File: config.mk
export PLATFORM = sky130hd
export DESIGN_NAME = global_config_and_gpio_regs
export DESIGN_NICKNAME = d
export VERILOG_FILES = /design/src/gcfg_pkg.sv /design/src/global_config_and_gpio_regs.sv
export SDC_FILE = /design/constraint.sdc
export NUM_CORES = 1
export LEC_CHECK = 0
export BUFFER_PORTS_ARGS = -buffer_cell sky130_fd_sc_hd__clkbuf_2
export CORE_ASPECT_RATIO = 0.5
export CORE_MARGIN = 3
export CORE_UTILIZATION = 50
export DETAILED_ROUTE_END_ITERATION = 7
export PLACE_DENSITY = 0.81
export SLEW_MARGIN = 5
export SYNTH_ARGS = -nofsm -noshare
export SYNTH_HDL_FRONTEND = slang
export SYNTH_SLANG_ARGS = --single-unit
export TNS_END_PERCENT = 30
File: constraint.sdc
create_clock -name core_clk -period 3.8 [get_ports core_clk]
set_clock_uncertainty 0.05 [all_clocks]
set_input_delay 0 -clock core_clk [delete_from_list [all_inputs] [get_ports core_clk]]
set_output_delay 0 -clock core_clk [all_outputs]
set_load 0.03 [all_outputs]
File: src/gcfg_pkg.sv
package gcfg_pkg;

  // ---------------------------------------------------------------
  // Register offsets
  // ---------------------------------------------------------------
  localparam logic [11:0] MASTER_CONFIG_FIRST_ADDR  = 12'h009;
  localparam logic [11:0] SWITCH_SOURCE_SELECT_ADDR = 12'h00a;
  localparam logic [11:0] PLL_BLOCK_ENABLE_ADDR     = 12'h00b;
  localparam logic [11:0] INPUT_PATH_ENABLE_ADDR    = 12'h00c;
  localparam logic [11:0] OUTPUT_PATH_ENABLE_ADDR   = 12'h00d;
  localparam logic [11:0] PIN_CONFIG_LOW_PAIR_ADDR  = 12'h00e;
  localparam logic [11:0] PIN_CONFIG_HIGH_PAIR_ADDR = 12'h00f;
  localparam logic [11:0] PIN0_STATUS_PICK_ADDR     = 12'h012;
  localparam logic [11:0] PIN1_STATUS_PICK_ADDR     = 12'h013;
  localparam logic [11:0] PIN2_STATUS_PICK_ADDR     = 12'h014;
  localparam logic [11:0] PIN3_STATUS_PICK_ADDR     = 12'h015;
  localparam logic [11:0] STATUS_SPACE_BASE         = 12'h040;
  localparam logic [11:0] PIN_LEVEL_STATUS_ADDR     = 12'h042;
  localparam logic [4:0]  PIN_LEVEL_STATUS_INDEX    = 5'h02;

  // ---------------------------------------------------------------
  // Writable bit masks and reset value
  // ---------------------------------------------------------------
  localparam logic [7:0] MASTER_CONFIG_MASK  = 8'h07;
  localparam logic [7:0] SWITCH_SOURCE_MASK  = 8'h60;
  localparam logic [7:0] PLL_BLOCK_MASK      = 8'h11;
  localparam logic [7:0] PATH_ENABLE_MASK    = 8'h07;
  localparam logic [7:0] FULL_MASK           = 8'hff;
  localparam logic [7:0] REG_RESET           = 8'h00;

  // ---------------------------------------------------------------
  // Field positions
  // ---------------------------------------------------------------
  localparam int DOUBLER_BIT      = 2;
  localparam int XTAL_MODE_LSB    = 0;
  localparam int SWITCH_SRC_LSB   = 5;
  localparam int SYNTH_EN_BIT     = 4;
  localparam int PLL_EN_BIT       = 0;
  localparam int PICK_BIT_LSB     = 0;
  localparam int PICK_REG_LSB     = 3;

  // ---------------------------------------------------------------
  // Encodings
  // ---------------------------------------------------------------
  localparam logic [1:0] XTAL_OFF          = 2'h0;
  localparam logic [1:0] XTAL_DRIVER       = 2'h1;
  localparam logic [1:0] XTAL_SINGLE_ENDED = 2'h2;

  localparam logic [3:0] PIN_IN            = 4'h0;
  localparam logic [3:0] PIN_IN_INV        = 4'h1;
  localparam logic [3:0] PIN_OUT_LOW       = 4'h2;
  localparam logic [3:0] PIN_OUT_HIGH      = 4'h3;
  localparam logic [3:0] PIN_STAT          = 4'h4;
  localparam logic [3:0] PIN_STAT_INV      = 4'h5;
  localparam logic [3:0] PIN_STAT_LOW0     = 4'h6;
  localparam logic [3:0] PIN_STAT_LOW1     = 4'h7;

  // Settling time software must wait before enabling the doubler
  localparam int XTAL_SETTLE_MS = 5;

endpackage

File: src/global_config_and_gpio_regs.sv
`timescale 1ns/1ps
// Behaviour
// - Doubler enable bit 2 powers the clock doubler up when 1, down when 0.
// - Crystal pin mode: 00 off, 01 crystal driver, 10 single-ended input, 11 unused.
// - Switch source bits 6:5 pick pin 0..3, used only with switch option on.
// - Bit 4 of the PLL block register powers the synthesizer/modulator block.
// - Bit 0 of the PLL block register enables the fractional PLL.
// - Input enable bits 2..0 enable receivers and dividers of inputs 3..1.
// - Output enable bits 2..0 enable drivers and logic of outputs 3..1.
// - Pin codes 0000 input, 0001 inverted input, 0010 drive low, 0011 high.
// - Codes 0100..0111 make status outputs: follow, invert, low-or-float, float-or-low.
// - Pin level status register shows every pin level regardless of mode.
// - Config registers hold odd pin in bits 7:4, even pin in bits 3:0.
// - Followed bit sits at address 0x40 plus register field, bit field picks position.
// - Status pick fields act only while the pin code is 01xx.
// - A pick naming an unimplemented status bit drives the pin low.
// - Pins may never follow the pin level status register itself.
module global_config_and_gpio_regs
  import gcfg_pkg::*;
#(
  parameter int          NUM_PINS    = 4,
  parameter logic [255:0] STATUS_IMPL = {256{1'b1}}
)
(
  // Clock and reset
  input  wire logic                core_clk,
  input  wire logic                rst_b,
  // Register access port
  input  wire logic [11:0]         reg_addr,
  input  wire logic                reg_wr,
  input  wire logic [7:0]          reg_wdata,
  input  wire logic                reg_rd,
  output logic      [7:0]          reg_rdata,
  output logic                     reg_rvalid,
  // Status space followed by the pins, 8 bits per register from 0x40
  input  wire logic [255:0]        status_bits,
  input  wire logic                external_switch_option,
  // General-purpose pins
  input  wire logic [NUM_PINS-1:0] gpio_in,
  output logic      [NUM_PINS-1:0] gpio_out,
  output logic      [NUM_PINS-1:0] gpio_oe,
  output logic      [NUM_PINS-1:0] gpio_sense,
  // Block controls
  output logic                     doubler_enable,
  output logic      [1:0]          crystal_pin_mode,
  output logic                     crystal_driver_on,
  output logic                     osc_pin_a_single_ended,
  output logic                     external_switch,
  output logic                     synth_block_enable,
  output logic                     pll_enable,
  output logic      [2:0]          input_enable,
  output logic      [2:0]          output_enable
);
  import gcfg_pkg::*;

  // Pin fields and pick registers exist for four pins only
  if (NUM_PINS != 4)
  begin
    $error("global_config_and_gpio_regs serves exactly four pins");
  end

  // ---------------------------------------------------------------
  // Helpers
  // ---------------------------------------------------------------
  function automatic logic [7:0] masked(input logic [7:0] d, input logic [7:0] m);
    masked = d & m;
  endfunction

  // Returns {implemented, value} of the picked status bit
  function automatic logic [1:0] pick_status(input logic [7:0] pick,
                                             input logic [255:0] bits,
                                             input logic [255:0] impl);
    logic [7:0] idx;
    idx = pick;
    // Refused as a source: a pin following its own level could hold itself
    if (pick[7:3] == PIN_LEVEL_STATUS_INDEX)
      pick_status = 2'b00;
    else
      pick_status = {impl[idx], bits[idx]};
  endfunction

  // ---------------------------------------------------------------
  // Register file
  // ---------------------------------------------------------------
  logic [7:0] master_config_first, next_master_config_first;
  logic [7:0] switch_source_select, next_switch_source_select;
  logic [7:0] pll_block_enable, next_pll_block_enable;
  logic [7:0] input_path_enable, next_input_path_enable;
  logic [7:0] output_path_enable, next_output_path_enable;
  logic [7:0] pin_config_low_pair, next_pin_config_low_pair;
  logic [7:0] pin_config_high_pair, next_pin_config_high_pair;
  logic [7:0] pin_pick [4];
  logic [7:0] next_pin_pick [4];
  logic [7:0] next_reg_rdata;
  logic [3:0] pin_level;

  always_comb
  begin
    next_master_config_first  = master_config_first;
    next_switch_source_select = switch_source_select;
    next_pll_block_enable     = pll_block_enable;
    next_input_path_enable    = input_path_enable;
    next_output_path_enable   = output_path_enable;
    next_pin_config_low_pair  = pin_config_low_pair;
    next_pin_config_high_pair = pin_config_high_pair;
    for (int i = 0; i < 4; i++)
      next_pin_pick[i] = pin_pick[i];
    if (reg_wr)
    begin
      // Reserved bits are masked off on the way in
      if (reg_addr == MASTER_CONFIG_FIRST_ADDR)
        next_master_config_first = masked(reg_wdata, MASTER_CONFIG_MASK);
      else if (reg_addr == SWITCH_SOURCE_SELECT_ADDR)
        next_switch_source_select = masked(reg_wdata, SWITCH_SOURCE_MASK);
      else if (reg_addr == PLL_BLOCK_ENABLE_ADDR)
        next_pll_block_enable = masked(reg_wdata, PLL_BLOCK_MASK);
      else if (reg_addr == INPUT_PATH_ENABLE_ADDR)
        next_input_path_enable = masked(reg_wdata, PATH_ENABLE_MASK);
      else if (reg_addr == OUTPUT_PATH_ENABLE_ADDR)
        next_output_path_enable = masked(reg_wdata, PATH_ENABLE_MASK);
      else if (reg_addr == PIN_CONFIG_LOW_PAIR_ADDR)
        next_pin_config_low_pair = reg_wdata;
      else if (reg_addr == PIN_CONFIG_HIGH_PAIR_ADDR)
        next_pin_config_high_pair = reg_wdata;
      else if (reg_addr == PIN0_STATUS_PICK_ADDR)
        next_pin_pick[0] = reg_wdata;
      else if (reg_addr == PIN1_STATUS_PICK_ADDR)
        next_pin_pick[1] = reg_wdata;
      else if (reg_addr == PIN2_STATUS_PICK_ADDR)
        next_pin_pick[2] = reg_wdata;
      else if (reg_addr == PIN3_STATUS_PICK_ADDR)
        next_pin_pick[3] = reg_wdata;
    end

    // Unmapped and write-only space reads zero
    next_reg_rdata = REG_RESET;
    if (reg_addr == MASTER_CONFIG_FIRST_ADDR)
      next_reg_rdata = master_config_first;
    else if (reg_addr == SWITCH_SOURCE_SELECT_ADDR)
      next_reg_rdata = switch_source_select;
    else if (reg_addr == PLL_BLOCK_ENABLE_ADDR)
      next_reg_rdata = pll_block_enable;
    else if (reg_addr == INPUT_PATH_ENABLE_ADDR)
      next_reg_rdata = input_path_enable;
    else if (reg_addr == OUTPUT_PATH_ENABLE_ADDR)
      next_reg_rdata = output_path_enable;
    else if (reg_addr == PIN_CONFIG_LOW_PAIR_ADDR)
      next_reg_rdata = pin_config_low_pair;
    else if (reg_addr == PIN_CONFIG_HIGH_PAIR_ADDR)
      next_reg_rdata = pin_config_high_pair;
    else if (reg_addr == PIN0_STATUS_PICK_ADDR)
      next_reg_rdata = pin_pick[0];
    else if (reg_addr == PIN1_STATUS_PICK_ADDR)
      next_reg_rdata = pin_pick[1];
    else if (reg_addr == PIN2_STATUS_PICK_ADDR)
      next_reg_rdata = pin_pick[2];
    else if (reg_addr == PIN3_STATUS_PICK_ADDR)
      next_reg_rdata = pin_pick[3];
    else if (reg_addr == PIN_LEVEL_STATUS_ADDR)
      next_reg_rdata = {4'h0, pin_level};
    // Idle cycles show zero, never a stale byte
    if (!reg_rd)
      next_reg_rdata = REG_RESET;
  end

  always_ff @(posedge core_clk or negedge rst_b)
  begin
    if (!rst_b)
    begin
      master_config_first  <= REG_RESET;
      switch_source_select <= REG_RESET;
      pll_block_enable     <= REG_RESET;
      input_path_enable    <= REG_RESET;
      output_path_enable   <= REG_RESET;
      pin_config_low_pair  <= REG_RESET;
      pin_config_high_pair <= REG_RESET;
      for (int i = 0; i < 4; i++)
        pin_pick[i] <= REG_RESET;
      reg_rdata  <= REG_RESET;
      reg_rvalid <= 1'b0;
    end
    else
    begin
      master_config_first  <= next_master_config_first;
      switch_source_select <= next_switch_source_select;
      pll_block_enable     <= next_pll_block_enable;
      input_path_enable    <= next_input_path_enable;
      output_path_enable   <= next_output_path_enable;
      pin_config_low_pair  <= next_pin_config_low_pair;
      pin_config_high_pair <= next_pin_config_high_pair;
      for (int i = 0; i < 4; i++)
        pin_pick[i] <= next_pin_pick[i];
      reg_rdata  <= next_reg_rdata;
      reg_rvalid <= reg_rd;
    end
  end

  // ---------------------------------------------------------------
  // Pins and block controls
  // ---------------------------------------------------------------
  // Controls are registered one cycle after the register update so that
  // every output comes straight from a flip-flop.
  logic [3:0] next_gpio_out, next_gpio_oe, next_gpio_sense;
  logic [1:0] next_xtal_mode;
  logic       next_doubler, next_xtal_drv, next_single_ended, next_ext_switch;
  logic       next_synth, next_pll;
  logic [2:0] next_in_en, next_out_en;

  always_comb
  begin
    logic [3:0] code;
    logic [1:0] st;
    logic [1:0] src;
    code = 4'h0;
    st   = 2'b00;
    src  = switch_source_select[SWITCH_SRC_LSB +: 2];
    for (int i = 0; i < 4; i++)
    begin
      code = (i < 2) ? pin_config_low_pair[4*i +: 4]
                     : pin_config_high_pair[4*(i-2) +: 4];
      st = pick_status(pin_pick[i], status_bits, STATUS_IMPL);
      next_gpio_out[i]   = 1'b0;
      next_gpio_oe[i]    = 1'b0;
      next_gpio_sense[i] = gpio_in[i] ^ (code == PIN_IN_INV);
      case (code)
        PIN_OUT_LOW:
          next_gpio_oe[i] = 1'b1;
        PIN_OUT_HIGH:
        begin
          next_gpio_oe[i]  = 1'b1;
          next_gpio_out[i] = 1'b1;
        end
        PIN_STAT, PIN_STAT_INV, PIN_STAT_LOW0, PIN_STAT_LOW1:
        begin
          next_gpio_oe[i] = 1'b1;
          if (!st[1])
            next_gpio_out[i] = 1'b0;
          else if (code == PIN_STAT)
            next_gpio_out[i] = st[0];
          else if (code == PIN_STAT_INV)
            next_gpio_out[i] = ~st[0];
          else if (code == PIN_STAT_LOW0)
            next_gpio_oe[i] = ~st[0];
          else
            next_gpio_oe[i] = st[0];
        end
        default:
          next_gpio_oe[i] = 1'b0;
      endcase
    end
    next_doubler      = master_config_first[DOUBLER_BIT];
    next_xtal_mode    = master_config_first[XTAL_MODE_LSB +: 2];
    next_xtal_drv     = (next_xtal_mode == XTAL_DRIVER);
    next_single_ended = (next_xtal_mode == XTAL_SINGLE_ENDED);
    // Uses the conditioned pin, so an inverted input switches on a low level
    next_ext_switch   = external_switch_option & gpio_sense[src];
    next_synth        = pll_block_enable[SYNTH_EN_BIT];
    next_pll          = pll_block_enable[PLL_EN_BIT];
    next_in_en        = input_path_enable[2:0];
    next_out_en       = output_path_enable[2:0];
  end

  always_ff @(posedge core_clk or negedge rst_b)
  begin
    if (!rst_b)
    begin
      gpio_out               <= '0;
      gpio_oe                <= '0;
      gpio_sense             <= '0;
      pin_level              <= '0;
      doubler_enable         <= 1'b0;
      crystal_pin_mode       <= XTAL_OFF;
      crystal_driver_on      <= 1'b0;
      osc_pin_a_single_ended <= 1'b0;
      external_switch        <= 1'b0;
      synth_block_enable     <= 1'b0;
      pll_enable             <= 1'b0;
      input_enable           <= 3'h0;
      output_enable          <= 3'h0;
    end
    else
    begin
      gpio_out               <= next_gpio_out;
      gpio_oe                <= next_gpio_oe;
      gpio_sense             <= next_gpio_sense;
      pin_level              <= gpio_in;
      doubler_enable         <= next_doubler;
      crystal_pin_mode       <= next_xtal_mode;
      crystal_driver_on      <= next_xtal_drv;
      osc_pin_a_single_ended <= next_single_ended;
      external_switch        <= next_ext_switch;
      synth_block_enable     <= next_synth;
      pll_enable             <= next_pll;
      input_enable           <= next_in_en;
      output_enable          <= next_out_en;
    end
  end

endmodule

# --- Yosys cells after proc, flatten, opt, wreduce, memory -nomap -nowiden ---
# Memory sizes are Yosys's and may differ from the RTL's.
# Cells that the tools add are included.
classes:
  addsub: 0
  n_mul: 0
  div_mod_pow: 0
  magnitude_cmp: 5
  eq_ne: 46
  shifts: 0
  muxes: 67
  bitwise_logic: 19
  reduce_logical: 19
op_table:
  columns: ["op", "count"]
  rows:
  - ["$mux 8", 12]
  - ["$eq 12x4->1 const B", 7]
  - ["$eq 4x3->1 const B", 16]
  - ["$eq 12x5->1 const B", 4]
  - ["$mux 1", 37]
  - ["$lt 8x9->1 const B", 4]
  - ["$bmux 1 s8", 4]
  - ["$eq 4x2->1 const B", 8]
  - ["$eq 5x2->1 const B", 4]
  - ["$eq 4x1->1 const B", 4]
  - ["$pmux 1 s2", 8]
  - ["$reduce_or 4->1", 4]
  - ["$not 1->1", 14]
  - ["$eq 12x7->1 const B", 1]
  - ["$reduce_and 12->1", 1]
  - ["$reduce_and 11->1", 1]
  - ["$reduce_and 10->1", 1]
  - ["$reduce_and 9->1", 1]
  - ["$mux 2", 4]
  - ["$reduce_and 8->1", 1]
  - ["$reduce_or 2->1", 4]
  - ["$reduce_and 7->1", 1]
  - ["$reduce_and 6->1", 1]
  - ["$reduce_and 5->1", 1]
  - ["other kinds (10)", 13]
word_totals:
  reg_bits: 100
  latchBits: 0
  ram_bits: 0
  rom_bits: 1024
  in_bits: 285
  out_inout_bits: 35
  n_memories: 4
memory_table:
  columns: ["name", "depth", "width", "read_ports", "rd_clocked_by_memory_dff", "write_ports", "line", "text"]
  rows:
  - ["(no name shown)", 256, 1, 1, 0, 0, "global_config_and_gpio_regs.sv:79", "pick_status = {impl[idx], bits[idx]};"]
  - ["(no name shown)", 256, 1, 1, 0, 0, "global_config_and_gpio_regs.sv:79", null]
  - ["(no name shown)", 256, 1, 1, 0, 0, "global_config_and_gpio_regs.sv:79", null]
  - ["(no name shown)", 256, 1, 1, 0, 0, "global_config_and_gpio_regs.sv:79", null]

# --- Depth between registers and ports, before layout ---
# Gate-level depths: netlist (run 1).
logic_depth:
  ltp_word: 14
  depth_mapped: 11

# --- Least setup slack after synthesis (run 1) ---
# No wires, ideal clock.
synth_timing:
  path_type: "register -> register"
  start: "register pin_pick[8] (netlist bit)"
  end: "register gpio_out[2]"
  arrival_time_ns: 2.502
  required_ns: 3.634
  setup_slack_ns: 1.132
  path_stages_with_launch: 10
  path_buffers: 2
  period_less_slack_ns: 2.668
  path_cell_list: "dfrtp_1 > buf_2 > buf_2 > mux4_2 > a22oi_1 > a21oi_1 > nor4_1 > o22ai_1 > or3_1 > o311ai_0"
synth_via:
  elab_chain_cells: 8
  elab_cells_between_ends: 10
  cone_classes: "mux (8); bitwise (1); memory (1)"
synth_rtl:
  columns: ["item", "line", "text"]
  rows:
  - ["from (decl)", "global_config_and_gpio_regs.sv:92", "logic [7:0] pin_pick [4];"]
  - ["from (signal, indexed assignment)", "global_config_and_gpio_regs.sv:192", "pin_pick[i] <= next_pin_pick[i];"]
  - ["$bmux 1 s8", "global_config_and_gpio_regs.sv:79", null]
  - ["$mux 1 (implied by the code)", "global_config_and_gpio_regs.sv:79", null]
  - ["$mux 2 (*)", "global_config_and_gpio_regs.sv:76", "if (pick[7:3] == PIN_LEVEL_STATUS_INDEX)"]
  - ["$not 1->1", "global_config_and_gpio_regs.sv:241", "next_gpio_out[i] = ~st[0];"]
  - ["$mux 1", "global_config_and_gpio_regs.sv:240", "else if (code == PIN_STAT_INV)"]
  - ["$mux 1", "global_config_and_gpio_regs.sv:238", "else if (code == PIN_STAT)"]
  - ["$mux 1 (*)", "global_config_and_gpio_regs.sv:236", "if (!st[1])"]
  - ["$pmux 1 s2 (*)", "global_config_and_gpio_regs.sv:225", "case (code)"]
  - ["named net next_gpio_out[2]", "global_config_and_gpio_regs.sv:203", "logic [3:0] next_gpio_out, next_gpio_oe, next_gpio_sense;"]
  - ["to (signal assigned)", "global_config_and_gpio_regs.sv:283", "gpio_out <= next_gpio_out;"]
  - ["to (decl)", "global_config_and_gpio_regs.sv:40", "output logic [NUM_PINS-1:0] gpio_out,"]
# Mark *: on every way through the listed nets, which the timed path passes. The rest lies on a longest branch. The select of a mux whose other input is x is not followed.
# A chain may end at the register's enable or synchronous reset.

# --- Worst setup path after layout (run 1) ---
layout_timing:
  start: "register pin_pick[9] (netlist bit)"
  end: "register gpio_oe[2]"
layout_via:
  elab_chain_cells: 9
  elab_cells_between_ends: 11
  cone_classes: "mux (9); bitwise (1); memory (1)"
layout_rtl:
  columns: ["item", "line", "text"]
  rows:
  - ["$bmux 1 s8", "global_config_and_gpio_regs.sv:79", null]
  - ["$mux 1 (implied by the code)", "global_config_and_gpio_regs.sv:79", null]
  - ["$mux 2 (*)", "global_config_and_gpio_regs.sv:76", null]
  - ["$not 1->1", "global_config_and_gpio_regs.sv:243", "next_gpio_oe[i] = ~st[0];"]
  - ["$mux 1", "global_config_and_gpio_regs.sv:242", "else if (code == PIN_STAT_LOW0)"]
  - ["$mux 1", "global_config_and_gpio_regs.sv:240", null]
  - ["$mux 1", "global_config_and_gpio_regs.sv:238", null]
  - ["$mux 1 (*)", "global_config_and_gpio_regs.sv:236", null]
  - ["$pmux 1 s2 (*)", "global_config_and_gpio_regs.sv:225", null]
  - ["named net next_gpio_oe[2]", "global_config_and_gpio_regs.sv:203", null]
  - ["to (signal assigned)", "global_config_and_gpio_regs.sv:284", "gpio_oe <= next_gpio_oe;"]
  - ["to (decl)", "global_config_and_gpio_regs.sv:41", "output logic [NUM_PINS-1:0] gpio_oe,"]
# Marks and branches as above.

==> results of run 1 <==
[timing repair]
action,in CTS,in global routing
setup endpoints to repair,2,2
hold buffers,12,0
gates resized for setup,4,2
setup buffers,0,1
hold endpoints to repair,104,0
[synth_stat cells (5+ instances only)]
cell	number	area share, %
mux4_2	249	43
dfrtp_1	100	19
mux2_2	69	5.9
a22oi_1	60	3.4
nand2_1	57	1.6
clkbuf_1	51	1.5
mux2i_1	51	3.9
nor2_1	38	1.1
a21oi_1	32	1.2
o21ai_0	30	1.1
buf_2	29	1.1
nand3_1	19	0.73
nor2b_1	18	0.86
nand2b_1	15	0.72
nor4_1	13	0.62
buf_1	12	0.34
nand4_1	12	0.57
inv_1	11	0.32
o221ai_1	11	0.74
a31oi_1	10	0.48
buf_6	8	0.69
nand3b_1	8	0.46
buf_4	7	0.40
mux4_1	7	1.4
a211oi_1	6	0.34
a221oi_1	6	0.40
and2_1	6	0.29
o22ai_1	6	0.29
nor3_1	5	0.19
nor4b_1	5	0.33
or3_1	5	0.24
[report_power, final]
group	total [mW]	internal (mW)	leakage, nW	switching (mW)
clock	0.854	0.475	0.132	0.378
sequential	1.09	1.07	1.33	0.0143
combinational	0.761	0.375	4.39	0.386
[registers in the layout (all words and copies together) (netlist names), 3 cells and up]
signal	cells
output_path_enable	3
gpio_out	4
input_enable	3
gpio_oe	4
pin_config_low_pair	8
pin_level	4
output_enable	3
reg_rdata	8
input_path_enable	3
pin_config_high_pair	8
gpio_sense	4
pin_pick	32
master_config_first	3
[final timing paths]
check / endpoint / cells past startpoint / startpoint
min in group asynchronous: reg_rvalid$_DFF_PN0_ / 2 / rst_b
setup / recovery: gpio_oe[2]$_DFF_PN0_ / 8 / pin_pick[9]$_DFFE_PN0P_
max in group asynchronous: pin_pick[24]$_DFFE_PN0P_ / 3 / rst_b
setup reg to reg: gpio_oe[2]$_DFF_PN0_ / 8 / pin_pick[9]$_DFFE_PN0P_
hold reg to reg: pll_enable$_DFF_PN0_ / 0 / pll_block_enable[0]$_DFFE_PN0P_
hold / removal: pin_pick[2]$_DFFE_PN0P_ / 3 / reg_wdata[2]
[placed cells by master, fill, tap and decap left out, types with 10 or more instances in the layout]
master and count:
buf_4 51, mux2i_1 51, nand3_1 19, dlygate4sd3_1 12
o221ai_1 11, mux2_2 69, a22oi_1 60, inv_1 11
o21ai_0 30, nand2b_1 15, a21oi_1 32, nand4_1 12
nor2b_1 18, mux4_2 249, clkbuf_2 318, dfrtp_1 91
nor2_1 38, nand2_1 57, a31oi_1 10
[metal layers]
| metal | track usage [%] | share of wire, % | wire, um | vias up |
|---|---|---|---|---|
| li1 | - | - | - | 5097 |
| met1 | 49.6 | 35 | 19400 | 6608 |
| met2 | 59.1 | 45 | 25100 | 1192 |
| met3 | 14.1 | 15 | 8440 | 245 |
| met4 | 14.4 | 4.3 | 2380 | 6 |
| met5 | 0 | 0.061 | 34 | - |
[cells by family after synthesis]
kind of cell	count (synthesis)	share of synthesized area (%)
AO/OA/AOI/OAI	220	12.2
buffers and inverters	125	4.83
AND/OR/NAND/NOR	227	9.57
XOR/XNOR	4	0.267
multiplexers	376	54.1
flip-flops	100	19.1
[area by class of cell]
class | count | area [sq um]
multi-input combinational | 827 | 9990
fill | 2040 | 9970
sequential | 100 | 2530
timing repair buffer | 389 | 2250
tap | 344 | 430
clock buffer | 13 | 260
inverter | 13 | 48.8
clock inverter | 2 | 12.5
antenna | 3 | 7.51
[worst reg2reg max path: stages, from the launching register on]
cell,delay (ns)
dfrtp_2,0.75
buf_4,0.31
mux4_2,0.31
a22oi_1,0.25
a21oi_1,0.13
nor4_2,0.65
o22ai_1,0.31
o21a_1,0.25
nor4_1,0.51
[per-stage QoR]
step                      TNS (ns)  setup slack [ns]  power [mW]
after floorplan                  0              1.13        1.45
after global placement     -0.0693           -0.0370        1.81
after detailed placement    -0.147           -0.0847        1.83
after CTS                        0            0.0635        2.68
after global routing             0           0.00311        2.79
final                            0             0.105        2.70
==> impl_metrics.tcl, run 1 <==
set metrics [dict create \
    worst_ir_drop_vdd_v 0.000165 \
    fp.coreArea_sq_mm 0.0255 \
    cts_sinks 100 \
    yosys_warnings 0 \
    cp_max_fo 19 \
    die_w_um 235 \
    synthArstFlopShare_pct 100 \
    die_area_sq_mm 0.0283 \
    cp-end-kind "flop" \
    dp_hpwl_um 42700 \
    maxCapViolCount 0 \
    placed_area_sq_mm 0.0151 \
    synthCells 1052 \
    hold_path_class "input port to flop" \
    rows 41 \
    port_buffers 319 \
    grt_overflow_total 0 \
    setup_violations 0 \
    root_buffer "clkbuf_16" \
    final_area_sq_mm 0.0155 \
    fin_cells 1691 \
    cp-start-kind "flop" \
    clk_path_buf_depth 2 \
    dr.first_iter.drc_count 1891 \
    post-route-min-period_ns 3.70 \
    reg2reg_slack_ns 0.10 \
    synth_area_per_cell_sq_um 12.5 \
    routed_wl_um 55400 \
    drive_gt1_share_pct 54.8 \
    fin_hold_ws_ns 0.00995 \
    seq_area_frac_synth_pct 19.1 \
    syn_nets 1337 \
    area_growth_syn_to_layout_pct 18.6 \
    grt_pass1_vias 12900 \
    vias 13100 \
    grt_usage_pct 38.2 \
    syn_area_sq_mm 0.0131 \
    wire_per_inst_um 32.8 \
    slew_headroom_pct 37.5 \
    ios 320 \
    antenna_found_initial 7 \
    rsz0062_at_grt "no" \
    htree_levels 3 \
    synth-main-ff-cell "dfrtp_1" \
    cts_tree "built" \
    antenna_left 0 \
    path_cells "buf_4 -> mux4_2 -> a22oi_1 -> a21oi_1 -> nor4_2 -> o22ai_1 -> o21a_1 -> nor4_1" \
    critical_path_required_ns 3.92 \
    gp_congestion 1.08 \
    final_util_pct 60.9 \
    p_leak_nw 5.85 \
    via_per_inst 7.78 \
    ys_types 82 \
    power.density_mw_per_mm2 174 \
    die_height_um 120 \
    grt_max_degree 73 \
    cp_slowest_cell "dfrtp_2" \
    start_util_pct 51.4 \
    worst_pin_slew_ns 0.934 \
    max_freq_mhz 271 \
    crit_type "flop to flop" \
    worst-path-buf-inv 1 \
    synth-seq-cells 100 \
    arrival_ns 3.81 \
    clk_pin_slew_worst_paths_ns 0.07 \
    dp_cells 1660 \
    period_share_pct 97.2 \
    grt_pass1_wl_um 81500 \
    cp_top_family "simple AND/OR/NAND/NOR gates" \
    cts_made_buffers 9 \
    worst_path_largest_cell_delay_ns 0.75 \
    route.detailed.drc 0 \
    finalHoldViolations 0 \
    maxSlewViolCount 0 \
    status "completed" \
    clk_latency_ns 0.35 \
    fin_nets 1625 \
    synth-edff-count 0 \
    first_pass_iters 7 \
]
Power figures use the tool's default switching activity.
==> run 2, diff against run 1 <==
--- a/config.mk
+++ b/config.mk
@@ -10,7 +10,7 @@
 export CORE_MARGIN = 3
 export CORE_UTILIZATION = 50
 export DETAILED_ROUTE_END_ITERATION = 7
-export PLACE_DENSITY = 0.81
+export PLACE_DENSITY = 0.75
 export SLEW_MARGIN = 5
 export SYNTH_ARGS = -nofsm -noshare
 export SYNTH_HDL_FRONTEND = slang
==> run 2 against run 1 <==
Compared with the run above: worst setup slack improved by 0.12 ns; clock power rose by 16%; fmax rose by 3.2%; core utilization rose by 0.12 points; sequential power barely moved; final cell count did not move; die area did not move; critical path depth did not move; first-iteration DRC count rose by 22%; via count fell by 2.0%; clock-buffer cell count fell by 3; flip-flop and latch count did not move; critical path type unchanged; largest cell class unchanged.
==> impl_metrics.tcl, run 2 (synthesis results as in run 1) <==
set metrics [dict create \
    drive_gt1_share_pct 54.4 \
    grt_pass1_wl_um 79700 \
    period_share_pct 94.2 \
    clk_latency_ns 0.36 \
    rows 41 \
    dp_hpwl_um 42200 \
    grt_pass1_vias 12600 \
    setup_violations 0 \
    largest_register "pin_pick" \
    routed_wl_um 53800 \
    cts_tree "built" \
    via_per_inst 7.62 \
    die_height_um 120 \
    post-route-min-period_ns 3.58 \
    route.detailed.drc 0 \
    start_util_pct 51.4 \
    die_w_um 235 \
    dp_cells 1657 \
    die_area_sq_mm 0.0283 \
    antenna_left 0 \
    p_leak_nw 5.85 \
    first_pass_iters 8 \
    cp-start-kind "flop" \
    cp-end-kind "flop" \
    area_growth_syn_to_layout_pct 18.8 \
    crit_type "flop to flop" \
    finalHoldViolations 0 \
    max_freq_mhz 279 \
    htree_levels 3 \
    ios 320 \
    clk_pin_slew_worst_paths_ns 0.08 \
    power.density_mw_per_mm2 182 \
    grt_usage_pct 37.6 \
    vias 12900 \
    worst_ir_drop_vdd_v 0.000194 \
    clk_path_buf_depth 2 \
    grt_overflow_total 0 \
    worst_pin_slew_ns 0.999 \
    setup_tns_ns 0 \
    arrival_ns 3.71 \
    dr.first_iter.drc_count 2303 \
    post_cts_buffers 0 \
    maxCapViolCount 0 \
    cp_max_fo 34 \
    maxSlewViolCount 0 \
    final_util_pct 61.0 \
    cts_made_buffers 9 \
    cts_sinks 100 \
    port_buffers 319 \
    fp.coreArea_sq_mm 0.0255 \
    antenna_found_initial 6 \
    slew_headroom_pct 33.1 \
    largest_reg_flops 32 \
    hold_path_class "input port to flop" \
    final_common_cell "clkbuf_2" \
    critical_path_required_ns 3.93 \
    rsz0062_at_grt "no" \
    power_mw 2.84 \
    root_buffer "clkbuf_16" \
    fin_cells 1691 \
    fin_nets 1621 \
    wire_per_inst_um 31.8 \
    status "completed" \
    grt_max_degree 56 \
    gp_congestion 1.03 \
    final_cell_mix "clkbuf_2, mux4_2, dfrtp_1, mux2_2, a22oi_1" \
]
## run 2: metrics by stage
step | worst slack, ns | instance area [sq um] | hold slack (ns)
6_report | 0.220 | 15600 | 0.00976
5_1_grt | 0.0573 | 15600 | 0.0311
4_1_cts | 0.377 | 15500 | 0.00384
3_5_place_dp | 0.398 | 15100 | 0.0597
3_3_place_gp | 0.438 | 15100 | 0.0413
2_1_floorplan | 1.13 | 13100 | -0.346
## run 2: cell type report
type	count	area, sq um
multi-input combinational	827	9960
timing repair buffer	385	2260
fill	1977	9940
antenna	6	15.0
inverter	13	48.8
clock inverter	6	88.8
sequential	100	2520
tap	344	430
clock buffer	10	229
## run 2: final timing paths
kind                       slack, ns                        end  cells past startpoint                             start
max in group asynchronous       2.42   pin_pick[25]$_DFFE_PN0P_                      3                             rst_b
min                             0.01    pin_pick[2]$_DFFE_PN0P_                      3                      reg_wdata[2]
min reg2reg                     0.35  input_enable[2]$_DFF_PN0_                      0  input_path_enable[2]$_DFFE_PN0P_
max                             0.22       gpio_oe[0]$_DFF_PN0_                      8          pin_pick[24]$_DFFE_PN0P_
min in group asynchronous       0.20     reg_rdata[5]$_DFF_PN0_                      2                             rst_b
max reg2reg                     0.22       gpio_oe[0]$_DFF_PN0_                      8          pin_pick[24]$_DFFE_PN0P_
## run 2: metal layers
layer  vias up  track usage [%]  share of wire [%]
li1       5117                -                  -
met1      6508             49.3                 36
met2      1079             57.4                 46
met3       183             14.2                 15
met4         2             13.9                4.0
met5         -                0               0.10
## run 2: critical path: stages (launching register included)
cell      delay, ns
dfrtp_4        0.61
buf_12         0.31
mux2i_1        0.15
a221oi_1       0.39
o21ai_0        0.11
and4_1         0.25
o32ai_1        0.85
a21oi_1        0.17
nor4_1         0.50
## run 2: power breakdown
group,internal (mW),switching [mW],total (mW)
combinational,0.378,0.384,0.761
clock,0.578,0.411,0.988
sequential,1.07,0.0138,1.09
total,2.03,0.809,2.84
## run 2: what timing repair did
item	in CTS	in global routing
gates resized for setup	0	0
endpoints found under the hold margin	88	0
hold buffers	12	0
